===== src/design/srp_pkg.sv =====
// constants for the serial register port
package srp_pkg;
  localparam logic [4:0] ADDR_CFG = 5'h00;
  localparam int CFG_LSB_FIRST_BIT = 6;
  localparam int CFG_SOFT_RESET_BIT = 5;
  localparam logic [7:0] CFG_RESET = 8'h00;
  localparam int NUM_REGS = 32;
  localparam logic [7:0] REG_RESET = 8'h00;
  localparam int INSTR_BITS = 8;
  localparam int INSTR_RW_BIT = 7;
  localparam int INSTR_CNT_HI_BIT = 6;
  localparam int INSTR_CNT_LO_BIT = 5;
  localparam int SCLK_MAX_MHZ = 15;
endpackage : srp_pkg


===== src/design/srp_port.sv =====
// serial register port: three-wire slave with register file
`timescale 1ns/100ps
module srp_port (
  input wire logic i_clk_sys,
  input wire logic i_arst_n,
  input wire logic i_serial_clk,
  input wire logic i_serial_select_n,
  input wire logic i_serial_data,
  output logic o_serial_data,
  output logic o_serial_data_oe,
  output logic [7:0] o_serial_port_config,
  output logic o_lsb_first
);
  typedef enum logic [2:0] {
    SRP_IDLE = 3'b001,
    SRP_INSTR = 3'b010,
    SRP_DATA = 3'b100
  } srp_state_t;

  // two-stage synchronisers for pins
  logic [1:0] clk_sync_r;
  logic [1:0] sel_sync_r;
  logic [1:0] dat_sync_r;
  logic clk_prev_r;
  always_ff @(posedge i_clk_sys or negedge i_arst_n)
  begin
    if (!i_arst_n)
    begin
      clk_sync_r <= 2'h0;
      sel_sync_r <= 2'h3;
      dat_sync_r <= 2'h0;
      clk_prev_r <= 1'b0;
    end
    else
    begin
      clk_sync_r <= {clk_sync_r[0], i_serial_clk};
      sel_sync_r <= {sel_sync_r[0], i_serial_select_n};
      dat_sync_r <= {dat_sync_r[0], i_serial_data};
      clk_prev_r <= clk_sync_r[1];
    end
  end

  logic sel_n;
  logic rise;
  logic fall;
  assign sel_n = sel_sync_r[1];
  assign rise = clk_sync_r[1] & ~clk_prev_r & ~sel_n;
  assign fall = ~clk_sync_r[1] & clk_prev_r & ~sel_n;

  // protocol state
  srp_state_t state_r, state_nxt;
  logic [2:0] bit_cnt_r, bit_cnt_nxt;
  logic [1:0] byte_left_r, byte_left_nxt;
  logic [7:0] shift_r, shift_nxt;
  logic [4:0] addr_r, addr_nxt;
  logic rd_r, rd_nxt;
  logic [7:0] cfg_r, cfg_nxt;
  logic [7:0] regs_r [1:srp_pkg::NUM_REGS-1];
  logic [7:0] regs_nxt [1:srp_pkg::NUM_REGS-1];
  logic sdo_r, sdo_nxt;
  logic oe_r, oe_nxt;
  logic load_pend_r, load_pend_nxt;
  logic [7:0] tx_r, tx_nxt;

  logic lsb;
  logic [7:0] rx_byte;
  logic [7:0] instr;
  logic [7:0] rd_byte;
  logic [4:0] next_addr;
  assign lsb = cfg_r[srp_pkg::CFG_LSB_FIRST_BIT];
  // assemble received byte in current bit order
  assign rx_byte = lsb ? {dat_sync_r[1], shift_r[7:1]} : {shift_r[6:0], dat_sync_r[1]};
  assign instr = rx_byte;
  assign rd_byte = (addr_r == srp_pkg::ADDR_CFG) ? cfg_r : regs_r[addr_r];
  assign next_addr = lsb ? addr_r + 5'h01 : addr_r - 5'h01;

  // next-state logic
  always_comb
  begin
    state_nxt = state_r;
    bit_cnt_nxt = bit_cnt_r;
    byte_left_nxt = byte_left_r;
    shift_nxt = shift_r;
    addr_nxt = addr_r;
    rd_nxt = rd_r;
    cfg_nxt = cfg_r;
    regs_nxt = regs_r;
    sdo_nxt = sdo_r;
    oe_nxt = oe_r;
    load_pend_nxt = load_pend_r;
    tx_nxt = tx_r;
    if (sel_n)
    begin
      state_nxt = SRP_IDLE;
      bit_cnt_nxt = 3'h0;
      byte_left_nxt = 2'h0;
      oe_nxt = 1'b0;
      load_pend_nxt = 1'b0;
    end
    else
    begin
      unique case (state_r)
        SRP_IDLE:
        begin
          state_nxt = SRP_INSTR;
          bit_cnt_nxt = 3'h0;
        end
        SRP_INSTR:
        begin
          if (rise)
          begin
            shift_nxt = rx_byte;
            bit_cnt_nxt = bit_cnt_r + 3'h1;
            if (bit_cnt_r == 3'(srp_pkg::INSTR_BITS - 1))
            begin
              state_nxt = SRP_DATA;
              rd_nxt = instr[srp_pkg::INSTR_RW_BIT];
              byte_left_nxt = {instr[srp_pkg::INSTR_CNT_HI_BIT],
                instr[srp_pkg::INSTR_CNT_LO_BIT]};
              addr_nxt = instr[4:0];
              load_pend_nxt = instr[srp_pkg::INSTR_RW_BIT];
            end
          end
        end
        SRP_DATA:
        begin
          // read: drive bit on each fall
          if (fall && rd_r)
          begin
            oe_nxt = 1'b1;
            if (load_pend_r)
            begin
              sdo_nxt = lsb ? rd_byte[0] : rd_byte[7];
              tx_nxt = lsb ? {1'b0, rd_byte[7:1]} : {rd_byte[6:0], 1'b0};
              load_pend_nxt = 1'b0;
            end
            else
            begin
              sdo_nxt = lsb ? tx_r[0] : tx_r[7];
              tx_nxt = lsb ? {1'b0, tx_r[7:1]} : {tx_r[6:0], 1'b0};
            end
          end
          if (rise)
          begin
            shift_nxt = rx_byte;
            bit_cnt_nxt = bit_cnt_r + 3'h1;
            if (bit_cnt_r == 3'h7)
            begin
              // byte complete: write at once, then step address
              if (!rd_r)
              begin
                if (addr_r == srp_pkg::ADDR_CFG)
                begin
                  cfg_nxt = rx_byte;
                  if (rx_byte[srp_pkg::CFG_SOFT_RESET_BIT]
                      || rx_byte[7 - srp_pkg::CFG_SOFT_RESET_BIT])
                  begin
                    for (int i = 1; i < srp_pkg::NUM_REGS; i++)
                      regs_nxt[i] = srp_pkg::REG_RESET;
                    cfg_nxt[srp_pkg::CFG_SOFT_RESET_BIT] = 1'b0;
                    cfg_nxt[7 - srp_pkg::CFG_SOFT_RESET_BIT] = 1'b0;
                  end
                end
                else
                  regs_nxt[addr_r] = rx_byte;
              end
              addr_nxt = next_addr;
              load_pend_nxt = rd_r;
              if (byte_left_r == 2'h0)
              begin
                state_nxt = SRP_IDLE;
                oe_nxt = 1'b0;
                rd_nxt = 1'b0;
              end
              else
                byte_left_nxt = byte_left_r - 2'h1;
            end
          end
        end
      endcase
    end
  end

  // state registers
  always_ff @(posedge i_clk_sys or negedge i_arst_n)
  begin
    if (!i_arst_n)
    begin
      state_r <= SRP_IDLE;
      bit_cnt_r <= 3'h0;
      byte_left_r <= 2'h0;
      shift_r <= 8'h00;
      addr_r <= 5'h00;
      rd_r <= 1'b0;
      cfg_r <= srp_pkg::CFG_RESET;
      for (int i = 1; i < srp_pkg::NUM_REGS; i++)
        regs_r[i] <= srp_pkg::REG_RESET;
      sdo_r <= 1'b0;
      oe_r <= 1'b0;
      load_pend_r <= 1'b0;
      tx_r <= 8'h00;
    end
    else
    begin
      state_r <= state_nxt;
      bit_cnt_r <= bit_cnt_nxt;
      byte_left_r <= byte_left_nxt;
      shift_r <= shift_nxt;
      addr_r <= addr_nxt;
      rd_r <= rd_nxt;
      cfg_r <= cfg_nxt;
      regs_r <= regs_nxt;
      sdo_r <= sdo_nxt;
      oe_r <= oe_nxt;
      load_pend_r <= load_pend_nxt;
      tx_r <= tx_nxt;
    end
  end

  // outputs straight from flops
  assign o_serial_data = sdo_r;
  assign o_serial_data_oe = oe_r;
  assign o_serial_port_config = cfg_r;
  assign o_lsb_first = cfg_r[srp_pkg::CFG_LSB_FIRST_BIT];
endmodule : srp_port


===== config.mk =====
export PLATFORM = sky130hd
export DESIGN_NAME = srp_port
export DESIGN_NICKNAME = d
export VERILOG_FILES = /design/src/design/srp_pkg.sv /design/src/design/srp_port.sv
export SDC_FILE = /design/constraint.sdc
export NUM_CORES = 1
export LEC_CHECK = 0
export BUFFER_PORTS_ARGS = -buffer_cell sky130_fd_sc_hd__buf_2
export CORE_MARGIN = 3
export CORE_UTILIZATION = 36
export DETAILED_ROUTE_END_ITERATION = 8
export MAX_ROUTING_LAYER = met4
export SYNTH_ARGS = -nofsm -noshare
export SYNTH_HDL_FRONTEND = slang
export SYNTH_SLANG_ARGS = --single-unit

===== constraint.sdc =====
create_clock -name i_clk_sys -period 3.2 [get_ports i_clk_sys]
set_clock_uncertainty 0.05 [all_clocks]
set_input_delay 0.32 -clock i_clk_sys [delete_from_list [all_inputs] [get_ports i_clk_sys]]
set_output_delay 0.32 -clock i_clk_sys [all_outputs]
set_load 0.005 [all_outputs]

### Yosys cells after proc, flatten, opt, wreduce, memory -nomap -nowiden

Index checks and enable logic that the tools add are counted.

* register bits after elaboration: 296
* input bits: 5

* mux-type cells: 58
* bitwise gates (word level): 9
* magnitude comparators: 2
* reduce and logical (&&, ||, !) cells: 18
* add/sub/neg operators: 4
* equality and inequality tests: 17

Operator list (number)
* 2-to-1 mux 248 bit: 2
* bitwise mux 248 bit: 1
* 2-to-1 mux 8 bit: 8
* binary-select mux 8 bit (select 5 bit): 1
* demux 8 bit (select 5 bit): 1
* 2-to-1 mux 5 bit: 5
* 2-to-1 mux 3 bit: 8
* AND reduction 6 bit: 4
* 2-to-1 mux 1 bit: 20
* != test 3 bit, second input constant: 6
* 2-to-1 mux 2 bit: 6
* != test 2 bit, second input constant: 5
* one-hot mux 5 bit (2 select lines): 1
* one-hot mux 3 bit (3 select lines): 1
* AND reduction 3 bit: 3
* AND reduction 7 bit: 1
* == test 3 bit, second input constant: 2
* greater-or-equal comparator 6 bit, second input constant: 1
* less-than comparator 6 x 1 -> 1 bit, second input constant: 1
* inverter 5 -> 6 bit: 1
* one-hot mux 3 bit (2 select lines): 1
* adder 5 x 1 -> 5 bit, second input constant: 1
* zero test 5 bit: 1
* AND reduction 5 bit: 1
* other kinds (17): 26

### Depth between registers and ports, before layout

* word-level depth: 10
* depth in mapped cells: 13

### Worst setup path before layout

Ideal clock, no wire load.

* kind: reg2reg
* start point: register cfg_r[6] (netlist: o_serial_port_config[6])
* end point: register addr_r[4]
* data required time: 3029 ps
* setup time: 121 ps
* arrival time: 2579 ps
* slack: 450 ps
* cell stages (with the launch flop): 10
* cells stage by stage: dfrtp_1 buf_2 buf_1 clkinv_1 ha_1 a21o_1 a21oi_1 xnor2_1 o21ai_0 a22o_1

* word-level cells in the longest chain between the ends: 4
* elaborated cells between the ends (all ways): 7
* classes of those cells: mux (7)

RTL lines
* start, declared: line srp_port.sv:57 `logic [7:0] cfg_r, cfg_nxt;`
* start signal, assigned: line srp_port.sv:195 `cfg_r <= srp_pkg::CFG_RESET;`
* start signal, assigned: line srp_port.sv:211 `cfg_r <= cfg_nxt;`
* 2-to-1 mux 5 bit or 2-to-1 mux 8 bit (tied branches): line srp_port.sv:75, srp_port.sv:72
* 2-to-1 mux 5 bit (on tied branches): line srp_port.sv:147, srp_port.sv:114
* 2-to-1 mux 5 bit (on tied branches): line srp_port.sv:143, srp_port.sv:110
* one-hot mux 5 bit (2 select lines) *: line srp_port.sv:102 `unique case (state_r)`
* end signal, assigned: line srp_port.sv:209 `addr_r <= addr_nxt;`
* end, declared: line srp_port.sv:55 `logic [4:0] addr_r, addr_nxt;`

Every way passes the cells marked *; elsewhere a longest branch is shown, timed or not. The select of a mux whose other input is x is not followed.
A chain may end at the register's enable or synchronous reset.

### Worst setup path in the final report

* start point: register addr_r[0]
* end point: register regs_r[89] (netlist bit)

* word-level cells in the longest chain between the ends: 7
* elaborated cells between the ends (all ways): 11
* classes of those cells: order compare (2); eq/ne (1); mux (4); bitwise (1); reduce/logical (3)

RTL lines
* inverter 5 -> 6 bit (not written as such): line srp_port.sv:165 `regs_nxt[addr_r] = rx_byte;`
* greater-or-equal comparator 6 bit (not written as such) or less-than comparator 6 x 1 -> 1 bit (tied branches): line srp_port.sv:165
* logical AND 1 bit (not written as such): line srp_port.sv:165
* 2-to-1 mux 8 bit (not written as such): line srp_port.sv:165
* demux 8 bit (select 5 bit): line srp_port.sv:165
* bitwise mux 248 bit: line srp_port.sv:165
* 2-to-1 mux 248 bit: line srp_port.sv:152 `if (addr_r == srp_pkg::ADDR_CFG)`
* end signal, assigned by index: line srp_port.sv:197 `regs_r[i] <= srp_pkg::REG_RESET;`
* end signal, assigned: line srp_port.sv:212 `regs_r <= regs_nxt;`
* end, declared: line srp_port.sv:58 `logic [7:0] regs_r [1:srp_pkg::NUM_REGS-1];`

Several ways; a longest one is shown, not always the timed one.

==> impl_results.md <==
- Routed wire length: 44700 µm
- Most common cell after layout, fill and taps aside: dfrtp_1
- Synth async-reset ratio: 100%
- Sequential share of the synthesized area: about 53%
- Num CTS Buffers: 31
- ANT nets after route: 0
- Outcome: completed
- Routability cong.: 0.901
- Slew @ Worst Pin: 0.797 ns
- Initial DRC Count: around 1200
- Worst path cell trace: buf_12, or2_2, nor2_2, buf_4, nor2_2, nand2_1, o21ai_0
- Pwr dens: ~500 nW/µm²
- Initial Util: ~37%
- Yosys reg bits: between 200 and 300
- Synth warn: 0
- DP Wirelength: roughly 30000 µm
- Vias: between 10000 and 15000
- WP buf/inv: 2
- Share of cells above drive strength 1: 16.1%
- Post-CTS Hold Fix Bufs: 4
- Most frequent cells in the layout: dfrtp_1 (291), nand2_1 (156), a22o_1 (153)
- Crit path from: addr_r[0]
- Htree depth: 1
- Synth area leader: dfrtp_1
- Unrepaired setup endpoints after global routing: false
- VDD IR-drop max: about 0.46 mV
- Area taken by multi-input logic gates: about 6200 µm²
- Overall power: approximately 8000 µW
- Lkg Pwr: 0.00679 µW
- Hold Fails Final Rpt: 0
- Cell mode on critical path: nor2_2
- Crit path capture type: register
- Die ar.: roughly 41000 µm²
- Synthesized area per cell: ~11 µm²
- Core area: 38000 µm²
- Clock Tree Root: clkbuf_16
- WP data required: roughly 3.6 ns
- First-pass GRT wire length: about 70000 µm
- WS Path Type: reg2reg
- Global route overflow: 0
- Site Rows: 71
- Ys flop type: dfrtp_1
- Fillers: roughly 3700
- Max_cap viols: 0
- Worst slew margin: 45.4%
- Ranking of synthesized cells by area: dfrtp_1 (52%), a22o_1 (9.5%), mux2i_1 (5.3%)
- Crit path max fanout: 34
- GRT Overall Usage: around 22%
- Reg clk slew, reported paths: around 0.070 ns
- Later-pin clock latency in the skew report: between 0.5 and 0.6 ns
- Initial antenna violation count: 1
- Drt first pass iters: 7
- Clock Tree Buf Depth: 3
- P&R area growth vs syn: 14.5%
- Period utilisation layout: between 90% and 100%
- Net Count, Synth: about 1300
- # setup viols final: 0
- Largest net degree at the start of global routing: slightly below 90
- Post-CTS sizing: 0
- Mapped Cells: around 1200
- R2r startpoint: addr_r[0]
- Hold Path Class: in2async
- Slew Limit Fails: 0
- Max Fclk: roughly 340 MHz
- Critical Path Source Type: register
- CP max stage delay: slightly above 0.7 ns
- Clock sink count: 296
- CP top delay family: simple AND/OR/NAND/NOR gates
- Crit path max-delay cell type: dfrtp_4
- Die X: ~200 µm
- Synth top area share: 52.2%
- CTS tree: yes
- Drt wl/cell: around 24 µm
- Reg area: 7420 µm²
- Post-synth EDFFs: 0
- Data arrival time of the worst path: 3.37 ns
- I/O pin count: 16
- Drt via density: roughly 6.0
- Synth Cell Area: between 10000 and 15000 µm²
- Crit path time final: around 3.0 ns
- DIE HEIGHT: roughly 200 µm
- Synth cell types: 64
- Setup bufs post-CTS: 0
- Post-route DRC: 0
- Vias in the first global route: 10600
- Nets: ~1300
- Post-Route Setup TNS: 0 ns
- PortBufs: 15
- Antenna Cells: 0
## synth_stat cells, types with 5 or more instances
cell type / number
ha_1: 6
o41ai_1: 9
mux2_2: 22
o22ai_1: 5
o21ai_0: 104
inv_1: 9
dfrtp_1: 293
nor2b_1: 14
clkbuf_1: 34
buf_4: 14
a22o_1: 153
buf_1: 7
o221ai_1: 10
nor2_8: 6
nand2_1: 156
mux2i_1: 74
o2bb2ai_1: 7
nand3_1: 23
a22oi_1: 19
a21oi_1: 30
o211ai_1: 7
o21ai_1: 16
nand2b_1: 6
nor3_1: 8
mux4_2: 25
nor4_1: 5
nor2_1: 71
o31ai_1: 20
buf_2: 16
## logic make-up (layout without fill, tap and decap cells)
logic type | after synthesis | count (layout) | synth area share [%]
buffers and inverters | 86 | 157 | 3.03
adders and majority gates | 7 | 7 | 0.677
xor gates and xnor gates | 4 | 4 | 0.249
DFF | 296 | 296 | 52.8
AOI/OAI and AO/OA | 412 | 412 | 21.2
muxes | 121 | 121 | 11.0
and+or+nand+nor | 323 | 323 | 11.0
## routing by layer
layer	vias to the layer above	routed length [µm]	share of wire (%)	GRT usage, %
li1	4802	-	-	-
met1	5604	19400	44	30.9
met2	483	19600	44	32.0
met3	107	3830	8.6	5.22
met4	0	1770	4.0	7.13
met5	-	0	0	-
## sequential cells by signal (all words and copies together), names as in the netlist, 2 cells and up
| register | count |
|---|---|
| byte_left_r | 2 |
| dat_sync_r | 2 |
| clk_sync_r | 2 |
| shift_r | 8 |
| state_r | 3 |
| bit_cnt_r | 3 |
| addr_r | 5 |
| tx_r | 8 |
| sel_sync_r | 2 |
| o_serial_port_config | 8 |
| regs_r | 248 |
## area by class of cell
class / count / share of cell area, %
clock inverters: 16 / 1.07
repair buffers: 88 / 4.46
flip-flops and latches: 296 / 46.1
clock buffers: 42 / 5.51
well taps: 511 / 3.97
inverters: 11 / 0.257
multi-input cells: 867 / 38.6
## power breakdown
| part | internal [µW] | switching, µW | total, µW |
|---|---|---|---|
| logic | 112 | 308 | 421 |
| clock network | 2190 | 1580 | 3770 |
| registers | 3780 | 41.5 | 3820 |
## path summary, 6_finish.rpt
path                            endpoint  slack [ns]  cells past startpoint
max                           regs_r[89]        0.22                      7
min                          load_pend_r        0.28                      2
max reg2reg                   regs_r[89]        0.22                      7
min reg2reg                clk_sync_r[1]        0.30                      0
max in group asynchronous    regs_r[155]        1.88                      3
min in group i_clk_sys     clk_sync_r[1]        0.30                      0
## through the flow
step                hold WS, ns  util, %  worst slack, ns  area, µm²  instances
global placement          0.295     39.4            0.302      15000       1769
CTS                       0.304     42.3            0.280      16100       1831
global route              0.307     42.3           0.0532      16100       1831
detailed placement        0.288     39.4            0.300      15000       1769
finish                    0.278     42.3            0.217      16100       1831
floorplan               -0.0256        -            0.450      14000       1249
Note: power is estimated with default switching activity, not from simulation.
